## src/inc/dbc_consts.svh

```systemverilog
`ifndef DBC_CONSTS_SVH
`define DBC_CONSTS_SVH

// Command codes, size field in bits 3:2
`define DBC_CMD_NOP        8'h00
`define DBC_CMD_GO         8'h08
`define DBC_CMD_GO_UNTIL   8'h0c
`define DBC_CMD_WRM_BASE   8'h10
`define DBC_CMD_FILL_BASE  8'h12
`define DBC_CMD_RDM_BASE   8'h30
`define DBC_CMD_DUMP_BASE  8'h32
`define DBC_CMD_FAMILY_MSK 8'hf2
`define DBC_CMD_WS_BIT     0
`define DBC_CMD_SZ_LSB     2

// Operand size field values
`define DBC_SZ_BYTE        2'h0
`define DBC_SZ_WORD        2'h1
`define DBC_SZ_LONG        2'h2

// Address bytes after an addressed command
`define DBC_ADDR_BYTES     3'h3

// Register offsets
`define DBC_REG_CTRL       4'h0
`define DBC_REG_STATUS     4'h4
`define DBC_REG_TADDR      4'h8

// Register fields and reset values
`define DBC_CTRL_ACK_EN    0
`define DBC_STAT_ILLEGAL   0
`define DBC_STAT_HALTED    1
`define DBC_STAT_BUSY      2
`define DBC_CTRL_RESET     1'h0

`endif

```

## src/inc/dbc_pkg.sv

```systemverilog
package dbc_pkg;

	typedef enum logic [3:0] {
		DBC_ST_IDLE    = 4'b0000,
		DBC_ST_ADDR    = 4'b0001,
		DBC_ST_WDATA   = 4'b0010,
		DBC_ST_MEM     = 4'b0011,
		DBC_ST_STAT    = 4'b0100,
		DBC_ST_RDATA   = 4'b0101,
		DBC_ST_GOLEAVE = 4'b0110,
		DBC_ST_GOWAIT  = 4'b0111
	} dbc_state_e;

	typedef enum logic [2:0] {
		DBC_PREV_OTHER = 3'b000,
		DBC_PREV_SYNC  = 3'b001,
		DBC_PREV_NOP   = 3'b010,
		DBC_PREV_RDM   = 3'b011,
		DBC_PREV_DUMP  = 3'b100,
		DBC_PREV_WRM   = 3'b101,
		DBC_PREV_FILL  = 3'b110
	} dbc_prev_e;

endpackage

```

## src/rtl/dbc_block_cmds.sv

```systemverilog
`include "dbc_consts.svh"

module dbc_block_cmds #(
	parameter int ADDR_W = 24
) (
	// Clock and reset
	input  wire logic              clk,
	input  wire logic              rst_n,
	// Framed command stream from the serial layer
	input  wire logic              sync_event,
	input  wire logic              cmd_valid,
	input  wire logic [7:0]        cmd_code,
	input  wire logic              rx_valid,
	input  wire logic [7:0]        rx_byte,
	output logic                   tx_valid,
	output logic [7:0]             tx_byte,
	input  wire logic              tx_ready,
	output logic                   ack_pulse,
	output logic                   illegal_resp,
	// Status byte supplied by the control block
	input  wire logic [7:0]        status_low_byte,
	// Memory access port
	output logic                   mem_req,
	output logic                   mem_we,
	output logic [ADDR_W-1:0]      mem_addr,
	output logic [1:0]             mem_size,
	output logic [31:0]            mem_wdata,
	input  wire logic              mem_done,
	input  wire logic [31:0]       mem_rdata,
	// CPU run control
	input  wire logic              debug_halt_state,
	output logic                   cpu_resume,
	// Register port
	input  wire logic [3:0]        reg_addr,
	input  wire logic [31:0]       reg_wdata,
	input  wire logic              reg_wr,
	input  wire logic              reg_rd,
	output logic [31:0]            reg_rdata
);

	// Only a 24-bit pointer is served
	if (ADDR_W != 24) begin
		$error("dbc_block_cmds supports ADDR_W of 24 only");
	end

	dbc_pkg::dbc_state_e state;
	dbc_pkg::dbc_prev_e  prev;
	logic [ADDR_W-1:0]   temp_addr;
	logic [31:0]         shift_buf;
	logic [2:0]          byte_cnt;
	logic                op_write;
	logic                op_ws;
	logic                op_addressed;
	logic                ack_en;
	logic                illegal_command_flag;

	// Operand bytes for a size field
	function automatic logic [2:0] size_bytes(input logic [1:0] sz);
		case (sz)
			`DBC_SZ_BYTE: size_bytes = 3'h1;
			`DBC_SZ_WORD: size_bytes = 3'h2;
			default:      size_bytes = 3'h4;
		endcase
	endfunction

	// Longword accesses aligned to four
	function automatic logic [ADDR_W-1:0] align_addr(input logic [ADDR_W-1:0] a, input logic [1:0] sz);
		if (sz == `DBC_SZ_LONG) begin
			align_addr = {a[ADDR_W-1:2], 2'h0};
		end else begin
			align_addr = a;
		end
	endfunction

	// Write strobe aimed at one register offset
	function automatic logic wr_hit(input logic wr, input logic [3:0] a, input logic [3:0] off);
		wr_hit = wr && (a == off);
	endfunction

	logic [1:0] cmd_sz;
	logic [7:0] cmd_family;
	logic       cmd_ws;
	logic       read_chain_ok;
	logic       write_chain_ok;
	logic       busy;
	logic [31:0] status_word;

	assign cmd_sz     = cmd_code[`DBC_CMD_SZ_LSB +: 2];
	assign cmd_family = cmd_code & `DBC_CMD_FAMILY_MSK;
	assign cmd_ws     = cmd_code[`DBC_CMD_WS_BIT];

	// Predecessor checks for block commands
	assign read_chain_ok = (prev == dbc_pkg::DBC_PREV_SYNC) || (prev == dbc_pkg::DBC_PREV_NOP)
		|| (prev == dbc_pkg::DBC_PREV_RDM) || (prev == dbc_pkg::DBC_PREV_DUMP);
	assign write_chain_ok = (prev == dbc_pkg::DBC_PREV_SYNC) || (prev == dbc_pkg::DBC_PREV_NOP)
		|| (prev == dbc_pkg::DBC_PREV_WRM) || (prev == dbc_pkg::DBC_PREV_FILL);

	// Status word seen by software
	assign busy        = (state != dbc_pkg::DBC_ST_IDLE);
	assign status_word = {29'h0, busy, debug_halt_state, illegal_command_flag};

	// Command sequencer and datapath
	always_ff @(posedge clk or negedge rst_n) begin
		if (!rst_n) begin
			state        <= dbc_pkg::DBC_ST_IDLE;
			prev         <= dbc_pkg::DBC_PREV_OTHER;
			shift_buf    <= 32'h0;
			byte_cnt     <= 3'h0;
			op_write     <= 1'b0;
			op_ws        <= 1'b0;
			op_addressed <= 1'b0;
			tx_valid     <= 1'b0;
			tx_byte      <= 8'h00;
			ack_pulse    <= 1'b0;
			illegal_resp <= 1'b0;
			mem_req      <= 1'b0;
			mem_we       <= 1'b0;
			mem_addr     <= '0;
			mem_size     <= 2'h0;
			mem_wdata    <= 32'h0;
			cpu_resume   <= 1'b0;
		end else begin
			ack_pulse    <= 1'b0;
			illegal_resp <= 1'b0;
			cpu_resume   <= 1'b0;
			if (sync_event) begin
				state    <= dbc_pkg::DBC_ST_IDLE;
				prev     <= dbc_pkg::DBC_PREV_SYNC;
				mem_req  <= 1'b0;
				tx_valid <= 1'b0;
			end else begin
				case (state)
					dbc_pkg::DBC_ST_IDLE: begin
						if (cmd_valid) begin
							mem_size  <= cmd_sz;
							op_ws     <= cmd_ws;
							shift_buf <= 32'h0;
							if (cmd_code == `DBC_CMD_NOP) begin
								prev <= dbc_pkg::DBC_PREV_NOP;
							end else if (cmd_code == `DBC_CMD_GO || cmd_code == `DBC_CMD_GO_UNTIL) begin
								prev <= dbc_pkg::DBC_PREV_OTHER;
								if (!debug_halt_state) begin
									illegal_resp <= 1'b1;
								end else begin
									cpu_resume <= 1'b1;
									if (ack_en && cmd_code == `DBC_CMD_GO_UNTIL) begin
										state <= dbc_pkg::DBC_ST_GOLEAVE;
									end else begin
										ack_pulse <= ack_en;
									end
								end
							end else if (cmd_family == `DBC_CMD_RDM_BASE || cmd_family == `DBC_CMD_WRM_BASE) begin
								op_write     <= (cmd_family == `DBC_CMD_WRM_BASE);
								op_addressed <= 1'b1;
								byte_cnt     <= `DBC_ADDR_BYTES;
								state        <= dbc_pkg::DBC_ST_ADDR;
							end else if (cmd_family == `DBC_CMD_DUMP_BASE) begin
								op_write     <= 1'b0;
								op_addressed <= 1'b0;
								if (read_chain_ok) begin
									mem_addr <= align_addr(temp_addr, cmd_sz);
									mem_we   <= 1'b0;
									mem_req  <= 1'b1;
									state    <= dbc_pkg::DBC_ST_MEM;
								end else begin
									illegal_resp <= 1'b1;
									prev         <= dbc_pkg::DBC_PREV_OTHER;
								end
							end else if (cmd_family == `DBC_CMD_FILL_BASE) begin
								op_write     <= 1'b1;
								op_addressed <= 1'b0;
								if (write_chain_ok) begin
									mem_addr <= align_addr(temp_addr, cmd_sz);
									byte_cnt <= size_bytes(cmd_sz);
									state    <= dbc_pkg::DBC_ST_WDATA;
								end else begin
									illegal_resp <= 1'b1;
									prev         <= dbc_pkg::DBC_PREV_OTHER;
								end
							end else begin
								prev <= dbc_pkg::DBC_PREV_OTHER;
							end
						end
					end
					dbc_pkg::DBC_ST_ADDR: begin
						if (rx_valid) begin
							shift_buf <= {shift_buf[23:0], rx_byte};
							byte_cnt  <= byte_cnt - 3'h1;
							if (byte_cnt == 3'h1) begin
								mem_addr <= align_addr({shift_buf[15:0], rx_byte}, mem_size);
								if (op_write) begin
									byte_cnt  <= size_bytes(mem_size);
									shift_buf <= 32'h0;
									state     <= dbc_pkg::DBC_ST_WDATA;
								end else begin
									mem_we  <= 1'b0;
									mem_req <= 1'b1;
									state   <= dbc_pkg::DBC_ST_MEM;
								end
							end
						end
					end
					dbc_pkg::DBC_ST_WDATA: begin
						if (rx_valid) begin
							shift_buf <= {shift_buf[23:0], rx_byte};
							byte_cnt  <= byte_cnt - 3'h1;
							if (byte_cnt == 3'h1) begin
								mem_wdata <= {shift_buf[23:0], rx_byte};
								mem_we    <= 1'b1;
								mem_req   <= 1'b1;
								state     <= dbc_pkg::DBC_ST_MEM;
							end
						end
					end
					dbc_pkg::DBC_ST_MEM: begin
						if (mem_done) begin
							mem_req   <= 1'b0;
							ack_pulse <= ack_en;
							if (op_write) begin
								prev <= op_addressed ? dbc_pkg::DBC_PREV_WRM : dbc_pkg::DBC_PREV_FILL;
							end else begin
								prev <= op_addressed ? dbc_pkg::DBC_PREV_RDM : dbc_pkg::DBC_PREV_DUMP;
							end
							shift_buf <= mem_rdata << (6'd32 - {size_bytes(mem_size), 3'h0});
							byte_cnt  <= size_bytes(mem_size);
							if (op_ws) begin
								state <= dbc_pkg::DBC_ST_STAT;
							end else if (op_write) begin
								state <= dbc_pkg::DBC_ST_IDLE;
							end else begin
								state <= dbc_pkg::DBC_ST_RDATA;
							end
						end
					end
					dbc_pkg::DBC_ST_STAT: begin
						if (tx_valid && tx_ready) begin
							tx_valid <= 1'b0;
							state    <= op_write ? dbc_pkg::DBC_ST_IDLE : dbc_pkg::DBC_ST_RDATA;
						end else if (!tx_valid) begin
							tx_valid <= 1'b1;
							tx_byte  <= status_low_byte;
						end
					end
					dbc_pkg::DBC_ST_RDATA: begin
						if (tx_valid && tx_ready) begin
							tx_valid  <= 1'b0;
							shift_buf <= {shift_buf[23:0], 8'h00};
							byte_cnt  <= byte_cnt - 3'h1;
							if (byte_cnt == 3'h1) begin
								state <= dbc_pkg::DBC_ST_IDLE;
							end
						end else if (!tx_valid) begin
							tx_valid <= 1'b1;
							tx_byte  <= shift_buf[31:24];
						end
					end
					dbc_pkg::DBC_ST_GOLEAVE: begin
						if (!debug_halt_state) begin
							state <= dbc_pkg::DBC_ST_GOWAIT;
						end
					end
					dbc_pkg::DBC_ST_GOWAIT: begin
						if (debug_halt_state) begin
							ack_pulse <= 1'b1;
							state     <= dbc_pkg::DBC_ST_IDLE;
						end
					end
					default: begin
						state <= dbc_pkg::DBC_ST_IDLE;
					end
				endcase
			end
		end
	end

	// Temporary address, advanced after each finished access
	always_ff @(posedge clk or negedge rst_n) begin
		if (!rst_n) begin
			temp_addr <= '0;
		end else if (!sync_event && state == dbc_pkg::DBC_ST_MEM && mem_done) begin
			temp_addr <= mem_addr + {{(ADDR_W-3){1'b0}}, size_bytes(mem_size)};
		end
	end

	// Handshake enable control
	always_ff @(posedge clk or negedge rst_n) begin
		if (!rst_n) begin
			ack_en <= `DBC_CTRL_RESET;
		end else if (wr_hit(reg_wr, reg_addr, `DBC_REG_CTRL)) begin
			ack_en <= reg_wdata[`DBC_CTRL_ACK_EN];
		end
	end

	// Illegal command flag, write one to clear, set wins
	always_ff @(posedge clk or negedge rst_n) begin
		if (!rst_n) begin
			illegal_command_flag <= 1'b0;
		end else if (illegal_resp) begin
			illegal_command_flag <= 1'b1;
		end else if (wr_hit(reg_wr, reg_addr, `DBC_REG_STATUS) && reg_wdata[`DBC_STAT_ILLEGAL]) begin
			illegal_command_flag <= 1'b0;
		end
	end

	// Register read data, one cycle after the strobe
	always_ff @(posedge clk or negedge rst_n) begin
		if (!rst_n) begin
			reg_rdata <= 32'h0;
		end else if (reg_rd) begin
			case (reg_addr)
				`DBC_REG_CTRL:   reg_rdata <= {31'h0, ack_en};
				`DBC_REG_STATUS: reg_rdata <= status_word;
				`DBC_REG_TADDR:  reg_rdata <= {{(32-ADDR_W){1'b0}}, temp_addr};
				default:         reg_rdata <= 32'h0;
			endcase
		end else begin
			reg_rdata <= 32'h0;
		end
	end

endmodule

```

## config.mk

```make
export PLATFORM = sky130hd
export DESIGN_NAME = dbc_block_cmds
export DESIGN_NICKNAME = d
export VERILOG_FILES = /design/src/inc/dbc_pkg.sv /design/src/rtl/dbc_block_cmds.sv
export VERILOG_INCLUDE_DIRS = /design/src /design/src/inc
export SDC_FILE = /design/constraint.sdc
export NUM_CORES = 1
export LEC_CHECK = 0
export ABC_AREA = 1
export BUFFER_PORTS_ARGS = -buffer_cell sky130_fd_sc_hd__buf_2
export CAP_MARGIN = 0
export CORE_MARGIN = 4
export CORE_UTILIZATION = 50
export DETAILED_ROUTE_END_ITERATION = 10
export PLACE_DENSITY_LB_ADDON = 0.12
export SYNTH_ARGS = -nofsm -noshare
export SYNTH_HDL_FRONTEND = slang
export SYNTH_SLANG_ARGS = --single-unit
export TNS_END_PERCENT = 100
```

## constraint.sdc

```tcl
create_clock -name clk -period 8.23 [get_ports clk]
set_input_delay 0.823 -clock clk [delete_from_list [all_inputs] [get_ports clk]]
set_output_delay 0.823 -clock clk [all_outputs]
set_load 0.1 [all_outputs]
```

Word-level counts from Yosys, hierarchy flattened --
Index checks and enable logic that the tools add are counted.
Storage, ports and cells: output and inout port bits 104, register bits 175, logic and storage cells 290, input port bits 102
Operators by class: bitwise operators 3, reduce and logical (&&, ||, !) cells 42, shift-type cells 1, mux-type cells 146, eq/ne operators 74, add/subtract/negate cells 3
Operators by type and width (number):
- $mux 32 | 8
- $mux 24 | 10
- $pmux 32 s5 | 1
- $mux 3 | 30
- $mux 4 | 21
- $pmux 24 s3 | 1
- $ne 3x3->1 const B | 23
- $mux 1 | 58
- $pmux 24 s2 | 1
- $ne 2x2->1 const B | 17
- $mux 8 | 4
- $pmux 4 s8 | 1
- $shl 32x6->32 | 1
- $reduce_and 13->1 | 2
- $add 24x3->24 | 1
- $ne 6x6->1 const B | 4
- $eq 4x3->1 const B | 5
- $pmux 3 s2 | 3
- $reduce_and 6->1 | 3
- $reduce_and 17->1 | 1
- $eq 8x4->1 const B | 2
- $pmux 8 s2 | 1
- $pmux 3 s5 | 1
- $reduce_and 12->1 | 1
- other kinds (34) | 69

Longest topological paths before layout --
depth after elaboration 13, gate-level depth with buffers 15, mapped depth without buffers 15

Least setup slack after synthesis --
OpenSTA, ideal clock, no wires.
kind register -> register, from register mem_size[1], to register temp_addr[21], stages on the path, launching flop included 16, required time 8114 ps, path slack 4890 ps, library setup time 116 ps, arrival time 3224 ps, clock period less this slack 3340 ps, path buffers 1, cell sequence dfrtp_1 -> nor2_1 -> inv_1 -> buf_1 -> ha_1 -> ha_1 -> nand3_1 -> nand3_1 -> inv_1 -> nor2_1 -> nand2_1 -> nor2_1 -> nand2_1 -> xor2_1 -> nand2_1 -> nand2_1
Between the ends: word-level cells in the longest chain between the ends 4, elaborated cells between the ends (all ways) 5, classes of those cells 1 x add/sub; 1 x eq/ne; 2 x mux; 1 x reduce/logical
Ends and longest elaborated chain:
- from (decl) | line dbc_block_cmds.sv:26 | output logic [1:0] mem_size,
- from (signal assigned) | line dbc_block_cmds.sv:135 | mem_size <= cmd_sz;
- $eq 2x1->1 / $logic_not 2->1 (equally long branches) | line dbc_block_cmds.sv:59 | case (sz)
- $pmux 3 s2 (*) | line dbc_block_cmds.sv:59
- $mux 3 (*) | line dbc_block_cmds.sv:280 | end else if (!sync_event && state == dbc_pkg::DBC_ST_MEM && mem_done) begin
- $add 24x3->24 (*) | line dbc_block_cmds.sv:281 | temp_addr <= mem_addr + {{(ADDR_W-3){1'b0}}, size_bytes(mem_size)};
- to (signal assigned) | line dbc_block_cmds.sv:281
- to (decl) | line dbc_block_cmds.sv:48 | logic [ADDR_W-1:0] temp_addr;
Every way passes the cells marked *; elsewhere a longest branch is shown, timed or not. The select of a mux whose other input is x is not followed. A chain may end at the register's enable or synchronous reset.

Final worst setup path --
from register mem_size[1], to register shift_buf[10]
Between the ends: word-level cells in the longest chain between the ends 9, elaborated cells between the ends (all ways) 10, classes of those cells 1 x add/sub; 1 x eq/ne; 1 x shift; 6 x mux; 1 x reduce/logical
Ends and longest elaborated chain:
- $eq 2x1->1 / $logic_not 2->1 (equally long branches) | line dbc_block_cmds.sv:59
- $pmux 3 s2 (*) | line dbc_block_cmds.sv:59
- $mux 3 (*)
- $mux 3 (*) | line dbc_block_cmds.sv:132 | case (state)
- $mux 3 (*) | line dbc_block_cmds.sv:126 | if (sync_event) begin
- $sub 6x6->6 (*) | line dbc_block_cmds.sv:224 | shift_buf <= mem_rdata << (6'd32 - {size_bytes(mem_size), 3'h0});
- $shl 32x6->32 (*) | line dbc_block_cmds.sv:224
- $mux 32 (*) | line dbc_block_cmds.sv:216 | if (mem_done) begin
- $pmux 32 s5 (*) | line dbc_block_cmds.sv:132
- to (signal assigned) | line dbc_block_cmds.sv:205 | shift_buf <= {shift_buf[23:0], rx_byte};
- to (signal assigned) | line dbc_block_cmds.sv:224
- to (signal assigned) | line dbc_block_cmds.sv:247 | shift_buf <= {shift_buf[23:0], 8'h00};
- to (decl) | line dbc_block_cmds.sv:49 | logic [31:0] shift_buf;
Marks and branches as above.

==> results.md <==
Clocking:
- After clock tree synthesis, the clock-pin slew on the worst setup and hold paths is 0.07 ns.
- The number of clock buffers inserted by TritonCTS is 17.
- The number of buffers between clock root and the deepest sink is 2.
- For this design, the CTS-stage hold fixing added 0 buffers.
- The number of setup buffers added after CTS is 0.
- The count of instances resized after the clock tree is built is 0.
- The source-to-sink clock delay at the later pin of the worst-skew pair is 0.43 ns.
- The H-tree was split into 4 levels.
- The clock net in this run drives a total of around 170 sinks.
- The TritonCTS clock tree is built.
- The tree is rooted in a sky130_fd_sc_hd__clkbuf_16.

Job:
- Across the run, the number of max-cap violations was 0.

STA:
- The total negative slack for setup checks is 0 ns.
- For this run, the top clock speed supported by timing is between 200 and 300 MHz.
- Setup violations remaining at the end of the flow were counted as 0.
- The hold violation count in the final report is 0.
- Subtracting the final worst setup slack from the clock period gives approximately 3.8 ns.
- The number of max-slew violations in the final report is 0.
- The worst hold-check slack is 0.4524 ns.
- Setup repair after global routing left no endpoint under its margin.
- The worst clock skew is 0.01054 ns.
- The pin slew with the least headroom to its limit is slightly below 1 ns.
- Dividing the final minimum period by the clock period gives 0.4629.
- Headroom to the max-slew limit came out at 0.3512.

Power:
- The share of total power in combinational logic is 0.559.
- The leakage power of the design is between 0.005 and 0.006 uW.
- The sequential fraction of design power is 0.276.
- For this design the ratio of total power to cell area is 459.5 nW/um2.
- Of the total power, the clock network draws 0.164.
- The total power draw is 4874 uW.
- Cell internal power was estimated by the tool at about 2100 uW.
- The reported net switching power is 2750 uW.
- Of the total power, the share spent switching nets is 0.5642.
- The worst ir drop on vdd is roughly 0.3 mV.

Critical path:
- The cell depth of the worst flop-to-flop path is 11.
- The worst setup path is captured at a register.
- The type of the worst setup path is reg -> reg.
- The end of the worst register-to-register path is shift_buf[10].
- Of all nets on the critical path, the largest fanout is 33.
- The required time at the endpoint of the critical path is 8.51 ns.
- The worst path arrival time is 4.09 ns.
- The slack of the worst reg-to-reg path is 4.42 ns.
- The nature of the critical path startpoint is a register.
- In this run the critical register-to-register path is launched from mem_size[1].

Hold path:
- The path class of the lowest-slack min-delay path is in -> async.

Placed design:
- At the end of routability-driven placement, the weighted congestion stood at about 0.89.
- The placed instances occupy a cell area of 10010 um2.
- Buffers placed on the I/O ports in this run total 166.
- Detailed placement ended at an HPWL of ~18000 um.

Floorplanning:
- In this run the vertical extent of the chip is around 140 um.
- The number of standard-cell rows in the floorplan is between 40 and 50.
- The die is 142.9 um wide.
- During I/O placement, the number of pins put on the boundary was 206.
- The initial utilization of the core area, before any placement, comes to 0.5069.
- The floorplan step defined a die boundary enclosing 20430 um2.
- The floorplan step defined a core boundary enclosing 17960 um2.

Synth:
- The number of instances in the synthesized netlist is 1145.
- Synthesis inferred 166 register bits.
- A synthesized cell averages 7.952 um2.
- The sequential fraction of the synthesis area is 0.4562.
- The number of different library cells used by synthesis comes to 45.
- During synthesis, Yosys emitted a total of 0 warnings.
- Counting flops with a built-in enable in the synthesized netlist gives 0.
- The most instantiated flip-flop cell in the synthesis netlist is sky130_fd_sc_hd__dfrtp_1.
- The synthesized netlist occupies a cell area of 9105 um2.
- After synthesis, the share of flip-flops with an asynchronous set or reset is 1.000.

Finish:
- The filler cells instantiated in the layout total between 1500 and 2000.
- The net count of the finished layout is ~1400.
- In the final layout, the multi-input gates occupy 3974 um2.
- The finished cells cover ~11000 um2.
- The sequential cells in the finished layout cover a total of about 4200 um2.
- Leaving out fill and tap cells, the most frequent cells in the layout are sky130_fd_sc_hd__nand2_1, sky130_fd_sc_hd__inv_1, sky130_fd_sc_hd__dfrtp_1.
- Compared with the post-synthesis result, the final layout area differs by 16.49%.
- In the final layout, the share of cells above drive strength 1 is 0.2127.
- The most frequent standard cell in the layout excluding fill and tap cells is sky130_fd_sc_hd__nand2_1.

GRT:
- The first global-routing pass estimated just under 40000 um of wire.
- In the global route stage, overall resource usage came out at 0.2482.
- Global routing finished with a remaining overflow of 0.
- The number of antenna violations at the first check in global routing is 0.
- The number of global-route vias before repair is 7540.
- Entering global routing, the biggest net connects 96 pins.
- The met1 track demand over resource is 0.3555.
- For this run, global-route usage on met3 was measured as 0.04052.
- The highest-utilization routing layer at the global route stage is met2.
- For this run, global-route usage on met2 was measured as 0.3909.

Routing:
- The final layout contains routed wiring with a total length of 24880 um.
- For this run, design rule violations remaining after detail routing come to 0.
- For this run, the detailed router's first-pass iteration total came to 6.
- In this run the remaining antenna-violating nets after routing total 0.
- The detail-routed net length per standard cell is approximately 16 um.
- The detailed-route via count is 7934.
- In the routed layout, each cell is associated on average with a via count of 5.159.
- In this run, the number of DRC markers left after iteration 0 of detailed routing was 637.

Run status:
- The flow ran to the end, and the final reports show no timing, DRC or antenna violations.
[power by group through the flow]
| stage | Clock (uW) | Sequential (uW) | Combinational, uW |
|---|---|---|---|
| after floorplan | 0 | 2430 | 1120 |
| after global placement | 0 | 1350 | 2700 |
| after detailed placement | 0 | 1360 | 2720 |
| after CTS | 813 | 1350 | 2730 |
| after global routing | 846 | 1390 | 2940 |
| final | 801 | 1350 | 2730 |
[worst max-delay path by stage]
stage                           start             to  slack [ns]
after floorplan           mem_size[1]  temp_addr[21]        4.89
after global placement    mem_size[1]  shift_buf[10]        4.54
after detailed placement  mem_size[1]  shift_buf[10]        4.51
after CTS                 mem_size[1]  shift_buf[10]        4.49
after global routing      mem_size[1]  shift_buf[10]        4.16
final                     mem_size[1]  shift_buf[10]        4.42
[through the flow]
stage                 util  setup WS, ns  instances
finish              0.5904         4.421       1538
CTS                 0.5902         4.489       1536
global placement    0.5575         4.542       1505
detailed placement  0.5575         4.514       1505
global route        0.5902         4.156       1536
floorplan                -         4.890       1152
[layer usage]
metal  wire, um  vias to the layer above
li1           -                     3956
met1      11530                     3705
met2      11500                      242
met3       1379                       31
met4        471                        0
met5          0                        -
[synthesized netlist by cell type, types with 2 or more instances]
cell	number	area [um2]
sky130_fd_sc_hd__o211ai_1	10	75.07
sky130_fd_sc_hd__o21ai_1	4	20.02
sky130_fd_sc_hd__inv_4	2	12.51
sky130_fd_sc_hd__clkbuf_1	15	56.30
sky130_fd_sc_hd__nor4_1	2	12.51
sky130_fd_sc_hd__o22ai_1	13	81.33
sky130_fd_sc_hd__xor2_1	12	105.1
sky130_fd_sc_hd__nand4_1	9	56.30
sky130_fd_sc_hd__mux2i_1	32	320.3
sky130_fd_sc_hd__buf_2	12	60.06
sky130_fd_sc_hd__a31oi_1	4	25.02
sky130_fd_sc_hd__inv_2	5	18.77
sky130_fd_sc_hd__nor2_2	4	25.02
sky130_fd_sc_hd__inv_1	180	675.7
sky130_fd_sc_hd__nand2_1	286	1074
sky130_fd_sc_hd__buf_6	8	90.09
sky130_fd_sc_hd__nand2_4	3	33.78
sky130_fd_sc_hd__ha_1	11	137.6
sky130_fd_sc_hd__nor3_1	18	90.09
sky130_fd_sc_hd__nor2_1	70	262.8
sky130_fd_sc_hd__nand3_4	2	35.03
sky130_fd_sc_hd__dfrtp_1	166	4154
sky130_fd_sc_hd__buf_1	3	11.26
sky130_fd_sc_hd__a211oi_1	2	15.01
sky130_fd_sc_hd__o21ai_0	112	560.5
sky130_fd_sc_hd__a21oi_1	31	155.2
sky130_fd_sc_hd__nand2_2	9	56.30
sky130_fd_sc_hd__buf_4	11	82.58
sky130_fd_sc_hd__nand3_1	50	250.2
sky130_fd_sc_hd__o21ai_2	44	385.4
[layout make-up]
cell class | instances | area share
flip-flops and latches | 166 | 0.3916
multi-input cells | 749 | 0.3747
repair buffers | 173 | 0.08387
inverters | 188 | 0.06701
clock buffers | 19 | 0.04176
well taps | 229 | 0.02701
clock inverters | 12 | 0.01357
diodes | 2 | 0.0004719
[cells by family after synthesis]
family	after synthesis	share of synthesized area
AOI/OAI and AO/OA	227	0.1527
muxes	33	0.03642
other	1	0.0004119
DFF	166	0.4562
adders and majority gates	12	0.01731
and+or+nand+nor	456	0.2134
buffers and inverters	237	0.1110
xor gates and xnor gates	13	0.01251
[sequential cells by signal, summed over array words and instances (netlist names), 3 cells and up]
signal / flops
mem_wdata: 32
shift_buf: 32
mem_addr: 24
reg_rdata: 24
temp_addr: 24
tx_byte: 8
byte_cnt: 3
prev: 3
state: 3
[critical path: stages (launching register included)]
cell and delay (ns):
sky130_fd_sc_hd__dfrtp_1 0.42, sky130_fd_sc_hd__nor2_1 0.11, sky130_fd_sc_hd__buf_4 0.30, sky130_fd_sc_hd__inv_1 0.51, sky130_fd_sc_hd__ha_1 0.70, sky130_fd_sc_hd__clkinv_1 0.36, sky130_fd_sc_hd__nand2_1 0.60, sky130_fd_sc_hd__inv_1 0.28
sky130_fd_sc_hd__nand2_1 0.13, sky130_fd_sc_hd__o21ai_0 0.08, sky130_fd_sc_hd__nand2_1 0.11, sky130_fd_sc_hd__o21ai_1 0.08
(Power assumes the default switching activity.)
